<file path="src/bhwc_pkg.sv">
// Constants for the bridge header window and control register block
package bhwc_pkg;

    // Configuration dword offsets
    localparam logic [7:0]  OFF_PF_BASE_UP = 8'h28;
    localparam logic [7:0]  OFF_PF_LIM_UP  = 8'h2C;
    localparam logic [7:0]  OFF_IO_UP      = 8'h30;
    localparam logic [7:0]  OFF_CAP_PTR    = 8'h34;
    localparam logic [7:0]  OFF_INT_BC     = 8'h3C;

    // Reset values
    localparam logic [31:0] PF_UP_RST      = 32'h0000_0000;
    localparam logic [15:0] IO_UP_RST      = 16'h0000;
    localparam logic [7:0]  CAP_PTR_RST    = 8'h40;
    localparam logic [7:0]  INT_LINE_RST   = 8'h00;
    localparam logic [7:0]  INT_PIN_RST    = 8'h00;
    localparam logic        BC_BIT_RST     = 1'b0;

    // Field positions inside the dwords
    localparam int          IO_LIM_LSB     = 16;
    localparam int          INT_PIN_LSB    = 8;
    localparam int          BC_BYTE        = 2;
    localparam int          BC_PERR        = 16;
    localparam int          BC_SERR        = 17;
    localparam int          BC_ISA         = 18;
    localparam int          BC_VGA         = 19;
    localparam int          BC_VGA16       = 20;
    localparam int          BC_SBR         = 22;

    // Implied low address bits of the forwarding windows
    localparam logic [19:0] PF_BASE_LOW    = 20'h00000;
    localparam logic [19:0] PF_LIM_LOW     = 20'hFFFFF;
    localparam logic [11:0] IO_BASE_LOW    = 12'h000;
    localparam logic [11:0] IO_LIM_LOW     = 12'hFFF;

    // Legacy decode ranges
    localparam logic [31:0] VGA_MEM_LO     = 32'h000A_0000;
    localparam logic [31:0] VGA_MEM_HI     = 32'h000B_FFFF;
    localparam logic [9:0]  VGA_IO_A_LO    = 10'h3B0;
    localparam logic [9:0]  VGA_IO_A_HI    = 10'h3BB;
    localparam logic [9:0]  VGA_IO_B_LO    = 10'h3C0;
    localparam logic [9:0]  VGA_IO_B_HI    = 10'h3DF;
    localparam logic [9:0]  ISA_BLK_LO_END = 10'h0FF;

    // Number of downstream ports of the switch
    localparam int          NUM_DS         = 3;

endpackage

</file>
<file path="src/bhwc_range_cmp.sv">
// Inclusive range compare of an address against a bottom and a top
`timescale 1ns/1ns
`default_nettype none
module bhwc_range_cmp
#(
    parameter int W = 32
)
(
    // Address and window bounds
    input  wire logic [W-1:0] addr,
    input  wire logic [W-1:0] lo,
    input  wire logic [W-1:0] hi,
    // Result
    output logic              hit
);

    assign hit = (addr >= lo) && (addr <= hi);

endmodule
`default_nettype wire

</file>
<file path="src/bhwc_legacy_dec.sv">
// Legacy ISA and video address decode
`timescale 1ns/1ns
`default_nettype none
module bhwc_legacy_dec
    import bhwc_pkg::*;
(
    // Addresses under decode
    input  wire logic [31:0] io_addr,
    input  wire logic [63:0] mem_addr,
    // Video decode width select
    input  wire logic        vga16,
    // Results
    output logic             vga_mem_hit,
    output logic             vga_io_hit,
    output logic             isa_top_hit
);

    logic       first_64k;
    logic [9:0] low10;
    logic       upper_ok;
    logic       in_ranges;

    assign first_64k = (io_addr[31:16] == 16'h0000);
    assign low10     = io_addr[9:0];
    // Upper six bits only matter with the wide decode
    assign upper_ok  = vga16 ? (io_addr[15:10] == 6'h00) : 1'b1;
    assign in_ranges = ((low10 >= VGA_IO_A_LO) && (low10 <= VGA_IO_A_HI))
                    || ((low10 >= VGA_IO_B_LO) && (low10 <= VGA_IO_B_HI));

    assign vga_io_hit  = first_64k && upper_ok && in_ranges;
    assign vga_mem_hit = (mem_addr[63:32] == 32'h0000_0000)
                      && (mem_addr[31:0] >= VGA_MEM_LO)
                      && (mem_addr[31:0] <= VGA_MEM_HI);
    assign isa_top_hit = first_64k && (low10 > ISA_BLK_LO_END);

endmodule
`default_nettype wire

</file>
<file path="src/bhwc_top.sv">
// Upper bridge header registers, window decode and bridge control
// How it works
// Writable upper 32 bits of prefetch top
// Writable upper 32 bits of prefetch bottom
// Prefetch top low twenty bits are ones
// I/O bottom upper 16 bits, low half
// I/O top upper 16 bits, high half
// Capability pointer read-only, returns 40h
// Interrupt pin read-only, reset zero
// Sideband load replaces downstream interrupt pin
// Poison response bit gates poison reporting
// Error forward bit gates error messages
// ISA bit sends block-top I/O upstream
// VGA bit forwards legacy video memory
// VGA bit forwards legacy video I/O
// Decode width bit picks 10/16 bits
// Downstream reset bit drives own port reset
// Upstream reset bit resets every downstream
// Legacy PCI control bits read zero
// Window hit is inclusive full-width compare
// Reserved control bits read zero
`timescale 1ns/1ns
`default_nettype none
module bhwc_top
    import bhwc_pkg::*;
(
    // Clock, reset, enable
    input  wire logic              sys_clk,
    input  wire logic              nrst,
    input  wire logic              ce,
    // Configuration requests
    input  wire logic              cfg_wr,
    input  wire logic              cfg_rd,
    input  wire logic [7:0]        cfg_addr,
    input  wire logic [3:0]        cfg_be,
    input  wire logic [31:0]       cfg_wdata,
    output logic      [31:0]       cfg_rdata,
    output logic                   cfg_rvalid,
    // Port role
    input  wire logic              is_upstream,
    input  wire logic [NUM_DS-1:0] ds_port_sel,
    // Sideband interrupt pin load
    input  wire logic              pin_load_we,
    input  wire logic [7:0]        pin_load_val,
    // Lower header window bits
    input  wire logic [11:0]       pf_base_lo,
    input  wire logic [11:0]       pf_lim_lo,
    input  wire logic [3:0]        io_base_lo,
    input  wire logic [3:0]        io_lim_lo,
    // Address decode requests
    input  wire logic              mem_valid,
    input  wire logic [63:0]       mem_addr,
    input  wire logic              io_valid,
    input  wire logic [31:0]       io_addr,
    // Address decode results
    output logic                   pf_hit,
    output logic                   vga_mem_fwd,
    output logic                   io_fwd_down,
    output logic                   io_fwd_up,
    output logic                   vga_io_fwd,
    // Secondary side events
    input  wire logic              sec_poison,
    input  wire logic              sec_err_valid,
    input  wire logic [1:0]        sec_err_type,
    output logic                   poison_report,
    output logic                   pri_err_valid,
    output logic      [1:0]        pri_err_type,
    // Downstream port resets
    output logic      [NUM_DS-1:0] port_rst_n
);

    typedef struct packed {
        logic [31:0]       pf_base_up;
        logic [31:0]       pf_lim_up;
        logic [15:0]       io_base_up;
        logic [15:0]       io_lim_up;
        logic [7:0]        int_line;
        logic [7:0]        int_pin;
        logic              perr_resp;
        logic              serr_fwd;
        logic              isa_en;
        logic              vga_en;
        logic              vga16;
        logic              sec_rst;
        logic [31:0]       rdata;
        logic              rvalid;
        logic              pf_hit;
        logic              vga_mem;
        logic              io_down;
        logic              io_up;
        logic              vga_io;
        logic              poison_rep;
        logic              err_valid;
        logic [1:0]        err_type;
        logic [NUM_DS-1:0] rst_n;
    } bhwc_state_t;

    localparam bhwc_state_t ST_RST = '{
        pf_base_up: PF_UP_RST,
        pf_lim_up:  PF_UP_RST,
        io_base_up: IO_UP_RST,
        io_lim_up:  IO_UP_RST,
        int_line:   INT_LINE_RST,
        int_pin:    INT_PIN_RST,
        perr_resp:  BC_BIT_RST,
        serr_fwd:   BC_BIT_RST,
        isa_en:     BC_BIT_RST,
        vga_en:     BC_BIT_RST,
        vga16:      BC_BIT_RST,
        sec_rst:    BC_BIT_RST,
        rst_n:      '1,
        default:    '0
    };

    bhwc_state_t st_r;
    bhwc_state_t st_nxt;

    logic [63:0] pf_lo;
    logic [63:0] pf_hi;
    logic [31:0] io_lo;
    logic [31:0] io_hi;
    logic        pf_in;
    logic        io_in;
    logic        vga_mem_hit;
    logic        vga_io_hit;
    logic        isa_top_hit;
    logic [31:0] rd_word;

    // Byte-lane merge of a write into a dword
    function automatic logic [31:0] be_merge(input logic [31:0] old,
                                             input logic [31:0] wd,
                                             input logic [3:0]  be);
        logic [31:0] res;
        res = old;
        for (int i = 0; i < 4; i++)
        begin
            if (be[i])
            begin
                res[i*8 +: 8] = wd[i*8 +: 8];
            end
        end
        return res;
    endfunction

    // Dword at the interrupt and bridge control offset
    function automatic logic [31:0] int_bc_word(input bhwc_state_t s);
        logic [31:0] w;
        w = 32'h0000_0000;
        w[7:0] = s.int_line;
        w[INT_PIN_LSB +: 8] = s.int_pin;
        w[BC_PERR] = s.perr_resp;
        w[BC_SERR] = s.serr_fwd;
        w[BC_ISA] = s.isa_en;
        w[BC_VGA] = s.vga_en;
        w[BC_VGA16] = s.vga16;
        w[BC_SBR] = s.sec_rst;
        return w;
    endfunction

    assign pf_lo = {st_r.pf_base_up, pf_base_lo, PF_BASE_LOW};
    assign pf_hi = {st_r.pf_lim_up, pf_lim_lo, PF_LIM_LOW};
    assign io_lo = {st_r.io_base_up, io_base_lo, IO_BASE_LOW};
    assign io_hi = {st_r.io_lim_up, io_lim_lo, IO_LIM_LOW};

    bhwc_range_cmp #(.W(64)) u_pf_cmp (
        .addr (mem_addr),
        .lo   (pf_lo),
        .hi   (pf_hi),
        .hit  (pf_in)
    );

    bhwc_range_cmp #(.W(32)) u_io_cmp (
        .addr (io_addr),
        .lo   (io_lo),
        .hi   (io_hi),
        .hit  (io_in)
    );

    bhwc_legacy_dec u_legacy (
        .io_addr     (io_addr),
        .mem_addr    (mem_addr),
        .vga16       (st_r.vga16),
        .vga_mem_hit (vga_mem_hit),
        .vga_io_hit  (vga_io_hit),
        .isa_top_hit (isa_top_hit)
    );

    always_comb
    begin
        case (cfg_addr)
            OFF_PF_BASE_UP: rd_word = st_r.pf_base_up;
            OFF_PF_LIM_UP:  rd_word = st_r.pf_lim_up;
            OFF_IO_UP:      rd_word = {st_r.io_lim_up, st_r.io_base_up};
            OFF_CAP_PTR:    rd_word = {24'h000000, CAP_PTR_RST};
            OFF_INT_BC:     rd_word = int_bc_word(st_r);
            default:        rd_word = 32'h0000_0000;
        endcase
    end

    always_comb
    begin
        logic [31:0] io_word;
        io_word = be_merge({st_r.io_lim_up, st_r.io_base_up}, cfg_wdata,
                           cfg_be);
        st_nxt = st_r;
        if (cfg_wr)
        begin
            case (cfg_addr)
                OFF_PF_BASE_UP:
                begin
                    st_nxt.pf_base_up = be_merge(st_r.pf_base_up, cfg_wdata,
                                                 cfg_be);
                end
                OFF_PF_LIM_UP:
                begin
                    st_nxt.pf_lim_up = be_merge(st_r.pf_lim_up, cfg_wdata,
                                                cfg_be);
                end
                OFF_IO_UP:
                begin
                    st_nxt.io_base_up = io_word[15:0];
                    st_nxt.io_lim_up = io_word[IO_LIM_LSB +: 16];
                end
                OFF_INT_BC:
                begin
                    if (cfg_be[0])
                    begin
                        st_nxt.int_line = cfg_wdata[7:0];
                    end
                    // Upper byte holds only fixed and reserved bits
                    if (cfg_be[BC_BYTE])
                    begin
                        st_nxt.perr_resp = cfg_wdata[BC_PERR];
                        st_nxt.serr_fwd = cfg_wdata[BC_SERR];
                        st_nxt.isa_en = cfg_wdata[BC_ISA];
                        st_nxt.vga_en = cfg_wdata[BC_VGA];
                        st_nxt.vga16 = cfg_wdata[BC_VGA16];
                        st_nxt.sec_rst = cfg_wdata[BC_SBR];
                    end
                end
                default:
                begin
                end
            endcase
        end
        // Interrupt pin is loaded by sideband only, never by config
        if (pin_load_we && !is_upstream)
        begin
            st_nxt.int_pin = pin_load_val;
        end
        st_nxt.rvalid = cfg_rd;
        if (cfg_rd)
        begin
            st_nxt.rdata = rd_word;
        end
        st_nxt.pf_hit = mem_valid && pf_in;
        st_nxt.vga_mem = mem_valid && st_r.vga_en && vga_mem_hit;
        st_nxt.io_down = io_valid && io_in
                      && !(st_r.isa_en && isa_top_hit);
        st_nxt.io_up = io_valid && io_in && st_r.isa_en && isa_top_hit;
        st_nxt.vga_io = io_valid && st_r.vga_en && vga_io_hit;
        st_nxt.poison_rep = sec_poison && st_r.perr_resp;
        st_nxt.err_valid = sec_err_valid && st_r.serr_fwd;
        if (sec_err_valid)
        begin
            st_nxt.err_type = sec_err_type;
        end
        for (int i = 0; i < NUM_DS; i++)
        begin
            st_nxt.rst_n[i] = !(st_r.sec_rst
                             && (is_upstream || ds_port_sel[i]));
        end
    end

    always_ff @(posedge sys_clk or negedge nrst)
    begin
        if (!nrst)
        begin
            st_r <= ST_RST;
        end
        else if (ce)
        begin
            st_r <= st_nxt;
        end
    end

    assign cfg_rdata     = st_r.rdata;
    assign cfg_rvalid    = st_r.rvalid;
    assign pf_hit        = st_r.pf_hit;
    assign vga_mem_fwd   = st_r.vga_mem;
    assign io_fwd_down   = st_r.io_down;
    assign io_fwd_up     = st_r.io_up;
    assign vga_io_fwd    = st_r.vga_io;
    assign poison_report = st_r.poison_rep;
    assign pri_err_valid = st_r.err_valid;
    assign pri_err_type  = st_r.err_type;
    assign port_rst_n    = st_r.rst_n;
endmodule
`default_nettype wire

</file>
<file path="config.mk">
export PLATFORM = sky130hd
export DESIGN_NAME = bhwc_top
export DESIGN_NICKNAME = d
export VERILOG_FILES = /design/src/bhwc_pkg.sv /design/src/bhwc_range_cmp.sv /design/src/bhwc_legacy_dec.sv /design/src/bhwc_top.sv
export SDC_FILE = /design/constraint.sdc
export NUM_CORES = 1
export LEC_CHECK = 0
export ABC_AREA = 1
export BUFFER_PORTS_ARGS = -buffer_cell sky130_fd_sc_hd__buf_2
export CELL_PAD_IN_SITES_DETAIL_PLACEMENT = 1
export CELL_PAD_IN_SITES_GLOBAL_PLACEMENT = 1
export CORE_MARGIN = 4
export CORE_UTILIZATION = 36
export DETAILED_ROUTE_END_ITERATION = 10
export PLACE_DENSITY = 0.75
export RECOVER_POWER = 50
export SYNTH_ARGS = -nofsm -noshare
export SYNTH_HDL_FRONTEND = slang
export SYNTH_SLANG_ARGS = --single-unit
export TNS_END_PERCENT = 1
</file>
<file path="constraint.sdc">
create_clock -name sys_clk -period 1.45 [get_ports sys_clk]
set_clock_uncertainty 0.05 [all_clocks]
set_input_delay 0.29 -clock sys_clk [delete_from_list [all_inputs] [get_ports sys_clk]]
set_output_delay 0.29 -clock sys_clk [all_outputs]
set_load 0.01 [all_outputs]
</file>
* Word level (Yosys, flattened, before mapping)
Cells that the tools add are included.
** Word-level totals
- Flip-flop bits (word level) :: 163
- Latch bits :: 0
- Memory bits (writable) :: 0
- Memory bits (read-only) :: 0
- Input port bits :: 196
- Word-level logic and storage cells :: 103
- Memories kept :: 0
** Cells by class
- $add $sub $neg :: 0
- $mul :: 0
- Div/mod/pow operators :: 0
- $lt $le $gt $ge :: 11
- Eq/ne operators :: 5
- Shifts and indexed selects :: 0
- Mux-type cells :: 2
- Bitwise logic cells :: 0
- Reduce and logical (&&, ||, !) cells :: 54
** Operators by type and width (count)
- $pmux 32 s5 :: 1
- $ge 64x64->1 :: 1
- $le 64x64->1 :: 1
- $reduce_and 4->1 :: 14
- $eq 8x6->1 const B :: 5
- $ge 32x20->1 const B :: 1
- $ge 32x32->1 :: 1
- $le 32x20->1 const B :: 1
- $le 32x32->1 :: 1
- $logic_not 32->1 :: 1
- $logic_and 1x1->1 :: 25
- $ge 10x10->1 const B :: 2
- $le 10x10->1 const B :: 2
- $logic_not 16->1 :: 1
- $gt 10x8->1 const B :: 1
- $logic_not 6->1 :: 1
- $reduce_and 2->1 :: 3
- $logic_not 1->1 :: 5
- $logic_or 1x1->1 :: 4
- $mux 1 :: 1

* Longest topological paths before layout
Gate-level depths: netlist of run 1.
- Depth after elaboration :: 5
- Mapped depth :: 15

* Hierarchy
A second synthesis of run 1 with hierarchy kept.
** Unflattened totals
- Cells, all modules :: 1779
- Area, all modules :: 13327.8 um2
** Modules (own cells, without submodules)
- bhwc_top :: instances 1, cells an instance 857, area an instance 7861.3 um2, sequential area each 4082.7 um2
- bhwc_range_cmp (u_pf_cmp) :: instances 1, cells an instance 545, area an instance 3379.5 um2, sequential area each 0.0 um2
- bhwc_range_cmp (u_io_cmp) :: instances 1, cells an instance 278, area an instance 1692.9 um2, sequential area each 0.0 um2
- bhwc_legacy_dec :: instances 1, cells an instance 99, area an instance 394.1 um2, sequential area each 0.0 um2

* Least setup slack after synthesis of run 1
OpenSTA, ideal clock, no wires.
- Kind :: register to register
- Start point :: register st_r (netlist bit pf_lo[63])
- End point :: register st_r (netlist bit pf_hit)
- Setup time :: 0.066 ns
- Arrival time :: 1.440 ns
- Data required time :: 1.334 ns
- Setup slack :: -0.106 ns
- Stages on the path, launching flop included :: 13
- Period minus slack after synthesis :: 1.556 ns
- Cells stage by stage :: dfrtp_1 > inv_1 > ha_1 > nand2_1 > nor2_1 > inv_1 > nor2_1 > nand2_1 > nor2_1 > nand2_1 > nand4_1 > nand3_1 > nand2_1
** Between the ends
- Longest elaborated chain between the ends :: 3
** RTL lines
- start: declaration :: RTL line bhwc_top.sv:115 : bhwc_state_t st_r;
- start signal: assignment :: RTL line bhwc_top.sv:283 : st_r <= st_nxt;
- $ge 64x64->1 :: RTL line bhwc_range_cmp.sv:17 : assign hit = (addr >= lo) && (addr <= hi);
- $logic_and 1x1->1 :: RTL line bhwc_range_cmp.sv:17
- $logic_and 1x1->1 :: RTL line bhwc_top.sv:256 : st_nxt.pf_hit = mem_valid && pf_in;
No other way between the ends.
A chain may end at the register's enable or synchronous reset.

* Worst setup path after layout of run 1
- Start point :: register st_r (netlist bit pf_hi[45])
- End point :: register st_r (netlist bit pf_hit)
** Between the ends
- Longest elaborated chain between the ends :: 3
** RTL lines (RTL line)
- $le 64x64->1 :: bhwc_range_cmp.sv:17
- $logic_and 1x1->1 :: bhwc_range_cmp.sv:17
- $logic_and 1x1->1 :: bhwc_top.sv:256
No other way between the ends.

==> results of run 1 <==
routing by layer:
layer  share of wire, %  wire length, um  vias up
met3                4.9             2100       71
met4                2.4             1050        4
li1                   -                -     5471
met1                 44            19000     5521
met2                 48            20700      348
met5              0.058               25        -
stage by stage:
stage / setup slack, ns / cells / total power, mW
2_1_floorplan: -0.0777 / 1466 / 5.54
3_3_place_gp: -0.552 / 2225 / 6.44
3_5_place_dp: -0.564 / 2225 / 6.54
4_1_cts: -0.330 / 2268 / 11.6
5_1_grt: -0.530 / 2272 / 12.1
6_report: -0.413 / 2272 / 11.6
sequential cells by signal (all words and copies together) (netlist names), 2 cells and up:
name          count
cfg_rdata        32
pf_hi            32
pf_lo            32
st_r             22
io_hi            16
io_lo            16
port_rst_n        3
pri_err_type      2
cell families after synthesis:
group	Yosys count	synth area share, %
fa+ha+maj	128	14.7
flops	163	37.4
simple gates	584	21.6
buf+inv	306	11.9
compound gates	276	13.4
mux	9	0.930
Yosys cell counts:
master | count | area share, %
nor4_1 | 12 | 0.69
ha_1 | 128 | 15
nand4_1 | 16 | 0.92
a21o_1 | 4 | 0.28
nor3_1 | 3 | 0.14
inv_1 | 235 | 8.1
buf_2 | 10 | 0.46
a21oi_1 | 91 | 4.2
nor4_4 | 1 | 0.20
o211ai_1 | 8 | 0.55
dfrtp_1 | 160 | 37
o21ai_1 | 1 | 0.046
buf_1 | 2 | 0.069
o21bai_1 | 1 | 0.069
o21a_1 | 4 | 0.28
mux2_2 | 9 | 0.93
o21ai_0 | 149 | 6.8
and2_1 | 3 | 0.17
clkbuf_1 | 19 | 0.65
o221ai_1 | 5 | 0.40
buf_4 | 37 | 2.5
a2111oi_0 | 1 | 0.080
nand3b_4 | 1 | 0.18
nor2_2 | 1 | 0.057
clkinv_1 | 1 | 0.034
nand3b_1 | 1 | 0.069
or2_2 | 2 | 0.11
nor2_1 | 109 | 3.8
o22ai_1 | 12 | 0.69
inv_2 | 2 | 0.069
dfstp_2 | 3 | 0.72
or4_1 | 1 | 0.069
nor3b_1 | 1 | 0.069
nand3_1 | 24 | 1.1
nand2_1 | 409 | 14
power by group through the flow:
stage	sequential (mW)	combinational [mW]	clock (mW)
2_1_floorplan	4.79	0.746	0
4_1_cts	4.72	1.82	5.08
6_report	4.73	1.83	5.01
5_1_grt	4.74	2.06	5.31
3_3_place_gp	4.80	1.64	0
3_5_place_dp	4.81	1.73	0
repair_timing:
item | CTS | global route
pin swaps | 22 | 9
hold buffers | 4 | 0
endpoints found under the hold margin | 30 | 0
gates resized for setup | 61 | 23
buffers inserted | 7 | 3
endpoints found under the setup margin | 5 | 42
final cells by class:
class / count / area, um2
fill: 3765 / 14900
sequential: 163 / 4080
clock inverter: 11 / 174
clock buffer: 21 / 470
inverter: 238 / 893
tap: 390 / 488
multi-input combinational: 997 / 5840
timing repair buffer: 451 / 2990
antenna: 1 / 2.50
final timing paths:
path                                              from                   endpoint  slack (ns)
worst max register to register   pf_hi[45]$_DFFE_PN0P_         pf_hit$_DFFE_PN0P_       -0.41
worst min-delay path                   pin_load_val[1]       st_r[52]$_DFFE_PN0P_        0.03
worst min register to register  cfg_rvalid$_DFFE_PN0P_     cfg_rvalid$_DFFE_PN0P_        0.42
min in group asynchronous                         nrst       st_r[51]$_DFFE_PN0P_        0.51
max in group asynchronous                         nrst  port_rst_n[0]$_DFFE_PN1P_        0.03
worst max-delay path             pf_hi[45]$_DFFE_PN0P_         pf_hit$_DFFE_PN0P_       -0.41
==> out/qor.csv, run 1 <==
metric,value,unit
Switching Fraction,26.6,%
Logic pwr share,15.8,%
CP max stage cell,dfrtp_1,
"wirelength, routed",42900,um
"commonest non-fill, non-tap cell in the layout",nand2_1,
Remaining DRCs,0,
Synth Cell Area,10900,um2
CTS tree,done,
crit path DAT,2.13,ns
violated checks,setup timing,
VDD IR max,0.000784,V
TritonRoute pass-1 iters,5,
total gr overflow,0,
Lkg Pwr,7.82,nW
Net Switching,3.08,mW
Clock power frac,43.3,%
IO buf count,240,
fin util,50.1,%
DR vias/cell,5.02,
WL/cell,18.9,um
Startpoint Class,register,
Worst EP required,1.72,ns
crit path buf inv count,2,
routing usage on met1,33.0,%
cell area after layout,14900,um2
Yosys cell types,35,
first-pass GRT wire length,66100,um
cell count of the worst reg-to-reg path,12,
unrepaired setup endpoints after global routing,yes,
Clock Pin Slew Worst Setup and Hold Paths,0.07,ns
nets@finish,2192,
Die ar.,33100,um2
Max-Cap Viols,0,
Placement Rows,63,
final worst slack,-0.413,ns
"CP delay by family, top",simple AND/OR/NAND/NOR gates,
Skew-Pair Late Insertion Delay,0.44,ns
status,"finished, violations left",
cell count after synthesis,1466,
"commonest non-fill, non-tap cells in the layout","399 x nand2_1, 235 x buf_2, 217 x inv_1",
post-synthesis sequential area ratio,37.4,%
Slew headroom,31.6,%
Post-DP Area,13800,um2
number of global-route vias before repair,12300,
sequential power share,40.9,%
clk buf depth,2,
worst-path cell chain,inv_2 -> ha_4 -> nand4_1 -> nor2_1 -> buf_4 -> nand3_4 -> nor2_4 -> nand2_2 -> nand3_2 -> nand2_2 -> nand3_2 -> nand2_2,
GPL Wtd Cong,0.904,
maximum clock rate,0.537,GHz
CP dominant cell by count,nand2_2,
dpl hpwl,34000,um
Hold WS,0.0268,ns
number of CTS-inserted buffers,17,
Routed Antenna Nets,0,
synthesis-to-layout area growth,37.0,%
layout cell share with drive strength beyond 1,30.1,%
Tot GR Track Use,25.5,%
Initial Util,36.6,%
post-route setup TNS,-1.40,ns
met2 Resource Use GR,43.9,%
max-slew violation count,0,
Die H,182,um
Crit Path Max Fanout,2,
Hold Crit Depth,2,
clk sinks,163,
DR vias,11400,
internal power,8.49,mW
synthesized area per cell,7.44,um2
period utilisation layout,128,%
P per Cell Area,775,nW/um2
# setup viols final,11,
final hold vios,0,
largest net degree at the start of global routing,36,
core area,29800,um2
"Net Count, Synth",1790,
CP endpoint kind,register,
GR peak layer,met2,
clock period minus worst slack,1.86,ns
1st-iter DRT viols,658,
Yosys reg bits,163,
io pins,241,
CTS H-tree lvls,4,
Slew @ Worst Pin,1.03,ns
Crit Path Class,register to register,
path type of the worst min-delay path,input pin to register,
Worst path depth,12,
Root Buffer,clkbuf_16,
GR Util met3,3.81,%
initial antenna violation count,3,
Synth Warn #,0,
die extent in x,182,um
max incr delay on CP,0.39,ns
Note: power is estimated with default switching activity, not from simulation.
==> inputs of run 2 (changes only) <==
--- a/config.mk
+++ b/config.mk
@@ -9,6 +9,7 @@
 export BUFFER_PORTS_ARGS = -buffer_cell sky130_fd_sc_hd__buf_2
 export CELL_PAD_IN_SITES_DETAIL_PLACEMENT = 1
 export CELL_PAD_IN_SITES_GLOBAL_PLACEMENT = 1
+export CORE_ASPECT_RATIO = 1.25
 export CORE_MARGIN = 4
 export CORE_UTILIZATION = 36
 export DETAILED_ROUTE_END_ITERATION = 10
==> run 2 against run 1 <==
Against the previous run: first-iteration DRC count down 6.7%; via count up 0.72%; sequential power about the same; worst hold slack better by 0.0051 ns; final cell count up 0.79%; critical path depth down 1; design area up 1.1%; register-to-register slack better by 0.04 ns; flip-flop and latch count unchanged; the run still ends with setup timing left; clock power up 3%; combinational power up 2%; largest power group unchanged.
==> out/qor.csv, run 2 (synthesis results as in run 1) <==
metric,value,unit
"wirelength, routed",43400,um
first-pass GRT wire length,65800,um
Placement Rows,71,
Fill cells,3807,
violated checks,setup timing,
Skew-Pair Late Insertion Delay,0.44,ns
fin cells,2290,
Die ar.,33200,um2
Lkg Pwr,7.87,nW
period utilisation layout,126,%
Remaining DRCs,0,
maximum clock rate,0.549,GHz
CTS H-tree lvls,4,
"commonest non-fill, non-tap cell in the layout",nand2_1,
Slew @ Worst Pin,0.846,ns
Routed Antenna Nets,0,
"CP delay by family, top",compound AO/OA/AOI/OAI gates,
initial antenna violation count,1,
VDD IR max,0.000561,V
WL/cell,18.9,um
max-slew violation count,0,
Crit Path Class,register to register,
clk sinks,163,
clock period minus worst slack,1.82,ns
Root Buffer,clkbuf_16,
P per Cell Area,779,nW/um2
Pwr Total,11.8,mW
Post-DP Area,13800,um2
Max-Cap Viols,0,
Tot GR Track Use,25.4,%
max incr delay on CP,0.39,ns
path type of the worst min-delay path,input pin to register,
Initial Util,36.3,%
Crit Path Max Fanout,2,
final worst slack,-0.371,ns
crit path buf inv count,2,
DR vias/cell,5.02,
number of global-route vias before repair,12400,
GPL Wtd Cong,0.882,
final hold vios,0,
cell count of the worst reg-to-reg path,11,
unrepaired setup endpoints after global routing,yes,
CP max stage cell,dfrtp_1,
"commonest non-fill, non-tap cells in the layout","394 x nand2_1, 235 x buf_2, 215 x inv_1",
synthesis-to-layout area growth,38.5,%
crit path DAT,2.10,ns
Slew headroom,43.6,%
largest net degree at the start of global routing,54,
total gr overflow,0,
core area,30000,um2
fin util,50.3,%
clk buf depth,2,
worst-path cell chain,inv_1 -> ha_4 -> a21oi_1 -> o21ai_1 -> a21oi_1 -> buf_4 -> nand2_1 -> nand2_1 -> nand4_1 -> nand3_1 -> nand2_1,
CTS tree,done,
# setup viols final,8,
Startpoint Class,register,
io pins,241,
TritonRoute pass-1 iters,5,
cell area after layout,15100,um2
dpl cells,2229,
Hold Crit Depth,2,
post-route setup TNS,-1.13,ns
die extent in x,164,um
DR vias,11500,
IO buf count,240,
nets@finish,2199,
Worst EP required,1.73,ns
CP endpoint kind,register,
Clock Pin Slew Worst Setup and Hold Paths,0.06,ns
status,"finished, violations left",
number of CTS-inserted buffers,17,
Worst path depth,11,
dpl hpwl,33800,um
layout cell share with drive strength beyond 1,31.3,%
CP dominant cell by count,nand2_1,
1st-iter DRT viols,614,
Die H,203,um
-- run 2: cell type report --
cell class	count	area (um2)	share of cell area, %
multi-input cells	997	5980	39.6
flip-flops and latches	163	4080	27.0
repair buffers	458	2980	19.7
inverters	238	896	5.93
well taps	401	502	3.32
clock buffers	22	454	3.01
clock inverters	10	204	1.35
diodes	1	2.50	0.0166
-- run 2: stage by stage --
step / setup WS [ns] / hold WS, ns
detailed placement: -0.489 / 0.143
floorplan: -0.0777 / -0.0556
global route: -0.472 / 0.0261
CTS: -0.326 / 0.0194
finish: -0.371 / 0.0319
global placement: -0.435 / 0.139
-- run 2: timing repair --
item,CTS,global route
setup buffers,10,14
hold endpoints to repair,26,0
hold buffers,4,0
pin swaps,19,30
endpoints found under the setup margin,7,70
gates resized for setup,52,64
-- run 2: worst paths after layout --
check	startpoint	slack, ns	to
setup reg to reg	pf_lo[47]$_DFFE_PN0P_	-0.37	pf_hit$_DFFE_PN0P_
hold / removal	pin_load_val[7]	0.03	st_r[58]$_DFFE_PN0P_
max in group asynchronous	nrst	0.11	st_r[62]$_DFFE_PN0P_
hold reg to reg	io_fwd_down$_DFFE_PN0P_	0.43	io_fwd_down$_DFFE_PN0P_
min in group asynchronous	nrst	0.44	cfg_rdata[16]$_DFFE_PN0P_
setup / recovery	pf_lo[47]$_DFFE_PN0P_	-0.37	pf_hit$_DFFE_PN0P_
-- run 2: where the power goes --
group          internal (mW)  switching (mW)
Combinational          0.811            1.06
Sequential              4.66          0.0695
Clock                   3.27            1.90
-- run 2: layer usage --
layer  vias to the layer above  track usage, %  part of all wire [%]  wire, um
li1                       5487               -                     -         -
met1                      5630            29.7                    40     17500
met2                       306            47.4                    52     22700
met3                        74            3.25                   4.2      1830
met4                         0            8.69                   3.2      1390
met5                         -               0                     0         0
==> inputs of run 3 (changes only) <==
--- a/config.mk
+++ b/config.mk
@@ -7,13 +7,13 @@
 export LEC_CHECK = 0
 export ABC_AREA = 1
 export BUFFER_PORTS_ARGS = -buffer_cell sky130_fd_sc_hd__buf_2
-export CELL_PAD_IN_SITES_DETAIL_PLACEMENT = 1
+export CELL_PAD_IN_SITES_DETAIL_PLACEMENT = 0
 export CELL_PAD_IN_SITES_GLOBAL_PLACEMENT = 1
 export CORE_ASPECT_RATIO = 1.25
 export CORE_MARGIN = 4
 export CORE_UTILIZATION = 36
 export DETAILED_ROUTE_END_ITERATION = 10
-export PLACE_DENSITY = 0.75
+export PLACE_DENSITY_LB_ADDON = 0.1
 export RECOVER_POWER = 50
 export SYNTH_ARGS = -nofsm -noshare
 export SYNTH_HDL_FRONTEND = slang
==> run 3 against run 2 <==
Against the previous run: the run still ends with setup timing left; die area stayed put; core utilization is 0.95 points lower; clock-buffer cell count is 4 lower; first-iteration DRC count is 5.4% lower; design area is 1.9% lower; combinational power is 6% lower; critical path depth is 3 higher.
==> out/qor.csv, run 3 (synthesis results as in run 1) <==
metric,value,unit
final worst slack,-0.315,ns
TritonRoute pass-1 iters,5,
io pins,241,
Die H,203,um
clk sinks,163,
Crit Path Max Fanout,2,
clock period minus worst slack,1.77,ns
Crit Path Class,register to register,
Clock Pin Slew Worst Setup and Hold Paths,0.07,ns
Logic pwr share,16.2,%
Switching Fraction,28.0,%
CTS tree,done,
Die ar.,33200,um2
worst-path cell chain,inv_2 -> ha_4 -> nand2_1 -> inv_1 -> nand3_2 -> nor2_1 -> buf_4 -> nand3_4 -> nor2_4 -> nand2_2 -> nand3_2 -> nand2_1 -> nand3_1 -> nand2_1,
1st-iter DRT viols,581,
total gr overflow,0,
Slew @ Worst Pin,0.822,ns
core area,30000,um2
path type of the worst min-delay path,input pin to register,
violated checks,setup timing,
internal power,7.79,mW
Routed Antenna Nets,0,
clk buf depth,2,
Net Switching,3.03,mW
GPL Wtd Cong,0.885,
Slew headroom,45.2,%
maximum clock rate,0.566,GHz
"CP delay by family, top",simple AND/OR/NAND/NOR gates,
CP endpoint kind,register,
Root Buffer,clkbuf_16,
number of global-route vias before repair,11000,
nets@finish,2197,
DR vias,10700,
largest net degree at the start of global routing,40,
WL/cell,16.7,um
period utilisation layout,122,%
VDD IR max,0.000700,V
sequential power share,43.6,%
Initial Util,36.3,%
Tot GR Track Use,23.3,%
CTS H-tree lvls,4,
crit path buf inv count,3,
synthesis-to-layout area growth,35.9,%
# setup viols final,3,
dpl cells,2241,
Worst EP required,1.73,ns
number of CTS-inserted buffers,17,
Clock power frac,40.2,%
Max-Cap Viols,0,
status,"finished, violations left",
post-route setup TNS,-0.902,ns
layout cell share with drive strength beyond 1,29.5,%
die extent in x,164,um
max incr delay on CP,0.36,ns
crit path DAT,2.05,ns
Multi-input gate area,5790,um2
Fill cells,3144,
unrepaired setup endpoints after global routing,yes,
first-pass GRT wire length,59500,um
fin util,49.3,%
Lkg Pwr,7.78,nW
CP max stage cell,dfrtp_1,
Placement Rows,71,
DR vias/cell,4.69,
sequential cell area,4080,um2
"commonest non-fill, non-tap cells in the layout","406 x nand2_1, 235 x buf_2, 222 x inv_1",
CP dominant cell by count,nand2_1,
final hold vios,0,
IO buf count,240,
dpl hpwl,30600,um
Startpoint Class,register,
P per Cell Area,730,nW/um2
Skew-Pair Late Insertion Delay,0.44,ns
initial antenna violation count,3,
Remaining DRCs,0,
"commonest non-fill, non-tap cell in the layout",nand2_1,
"wirelength, routed",38200,um
max-slew violation count,0,
fin cells,2288,
[run 3: cell count changes in the layout (fill, tap and decap cells not counted), sizes merged]
cell and delta:
buf -7, bufinv -5, clkbuf +1, clkinv +3
clkinvlp +5, inv +1
[run 3: final cells by class]
class / instances / share of cell area, %
Antenna cell: 1 / 0.0169
Inverter: 238 / 6.03
Tap cell: 401 / 3.39
Sequential cell: 163 / 27.6
Timing Repair Buffer: 456 / 20.3
Clock inverter: 14 / 0.777
Clock buffer: 18 / 2.90
Multi-Input combinational cell: 997 / 39.1
[run 3: worst register-to-register path: stages (launching register included)]
cell and delay (ns):
dfrtp_1 0.36, inv_2 0.06, ha_4 0.27, nand2_1 0.05, inv_1 0.07, nand3_2 0.07, nor2_1 0.10, buf_4 0.14
nand3_4 0.07, nor2_4 0.12, nand2_2 0.06, nand3_2 0.07, nand2_1 0.05, nand3_1 0.06, nand2_1 0.05
[run 3: power by group through the flow]
stage	registers, mW	logic (mW)	clock network [mW]
floorplan	4.79	0.746	0
finish	4.72	1.75	4.35
CTS	4.72	1.77	4.43
global placement	4.80	1.68	0
global route	4.73	2.01	4.61
detailed placement	4.80	1.70	0
[run 3: metal layers]
metal | up-vias | track usage [%] | share of wire (%)
met3 | 54 | 3.80 | 4.9
li1 | 5493 | - | -
met2 | 261 | 40.5 | 49
met5 | - | 0 | 0.071
met4 | 4 | 7.19 | 2.3
met1 | 4916 | 29.7 | 44
[run 3: what timing repair did]
item / in CTS / in global routing
pin swaps: 13 / 9
endpoints found under the setup margin: 4 / 30
resized for setup: 46 / 26
hold buffers: 4 / 0
buffers inserted: 5 / 5
hold endpoints to repair: 35 / 0
[run 3: metrics by stage]
| stage | total power [mW] | worst slack, ns | hold WS, ns | instance area [um2] |
|---|---|---|---|---|
| detailed placement | 6.51 | -0.473 | 0.146 | 13900 |
| CTS | 10.9 | -0.299 | 0.0000366 | 14700 |
| global route | 11.3 | -0.465 | 0.0211 | 14800 |
| finish | 10.8 | -0.315 | 0.0229 | 14800 |
| global placement | 6.47 | -0.464 | 0.146 | 13900 |
| floorplan | 5.54 | -0.0777 | -0.0556 | 10900 |
[run 3: worst paths after layout]
check / cells past startpoint / end / slack, ns / start
max: 14 / pf_hit$_DFFE_PN0P_ / -0.32 / pf_hi[43]$_DFFE_PN0P_
max reg2reg: 14 / pf_hit$_DFFE_PN0P_ / -0.32 / pf_hi[43]$_DFFE_PN0P_
min: 2 / st_r[55]$_DFFE_PN0P_ / 0.02 / pin_load_val[4]
min reg2reg: 2 / cfg_rdata[2]$_DFFE_PN0P_ / 0.42 / cfg_rdata[2]$_DFFE_PN0P_
min in group asynchronous: 2 / pf_lo[48]$_DFFE_PN0P_ / 0.43 / nrst
max in group asynchronous: 3 / pf_hi[58]$_DFFE_PN0P_ / 0.16 / nrst
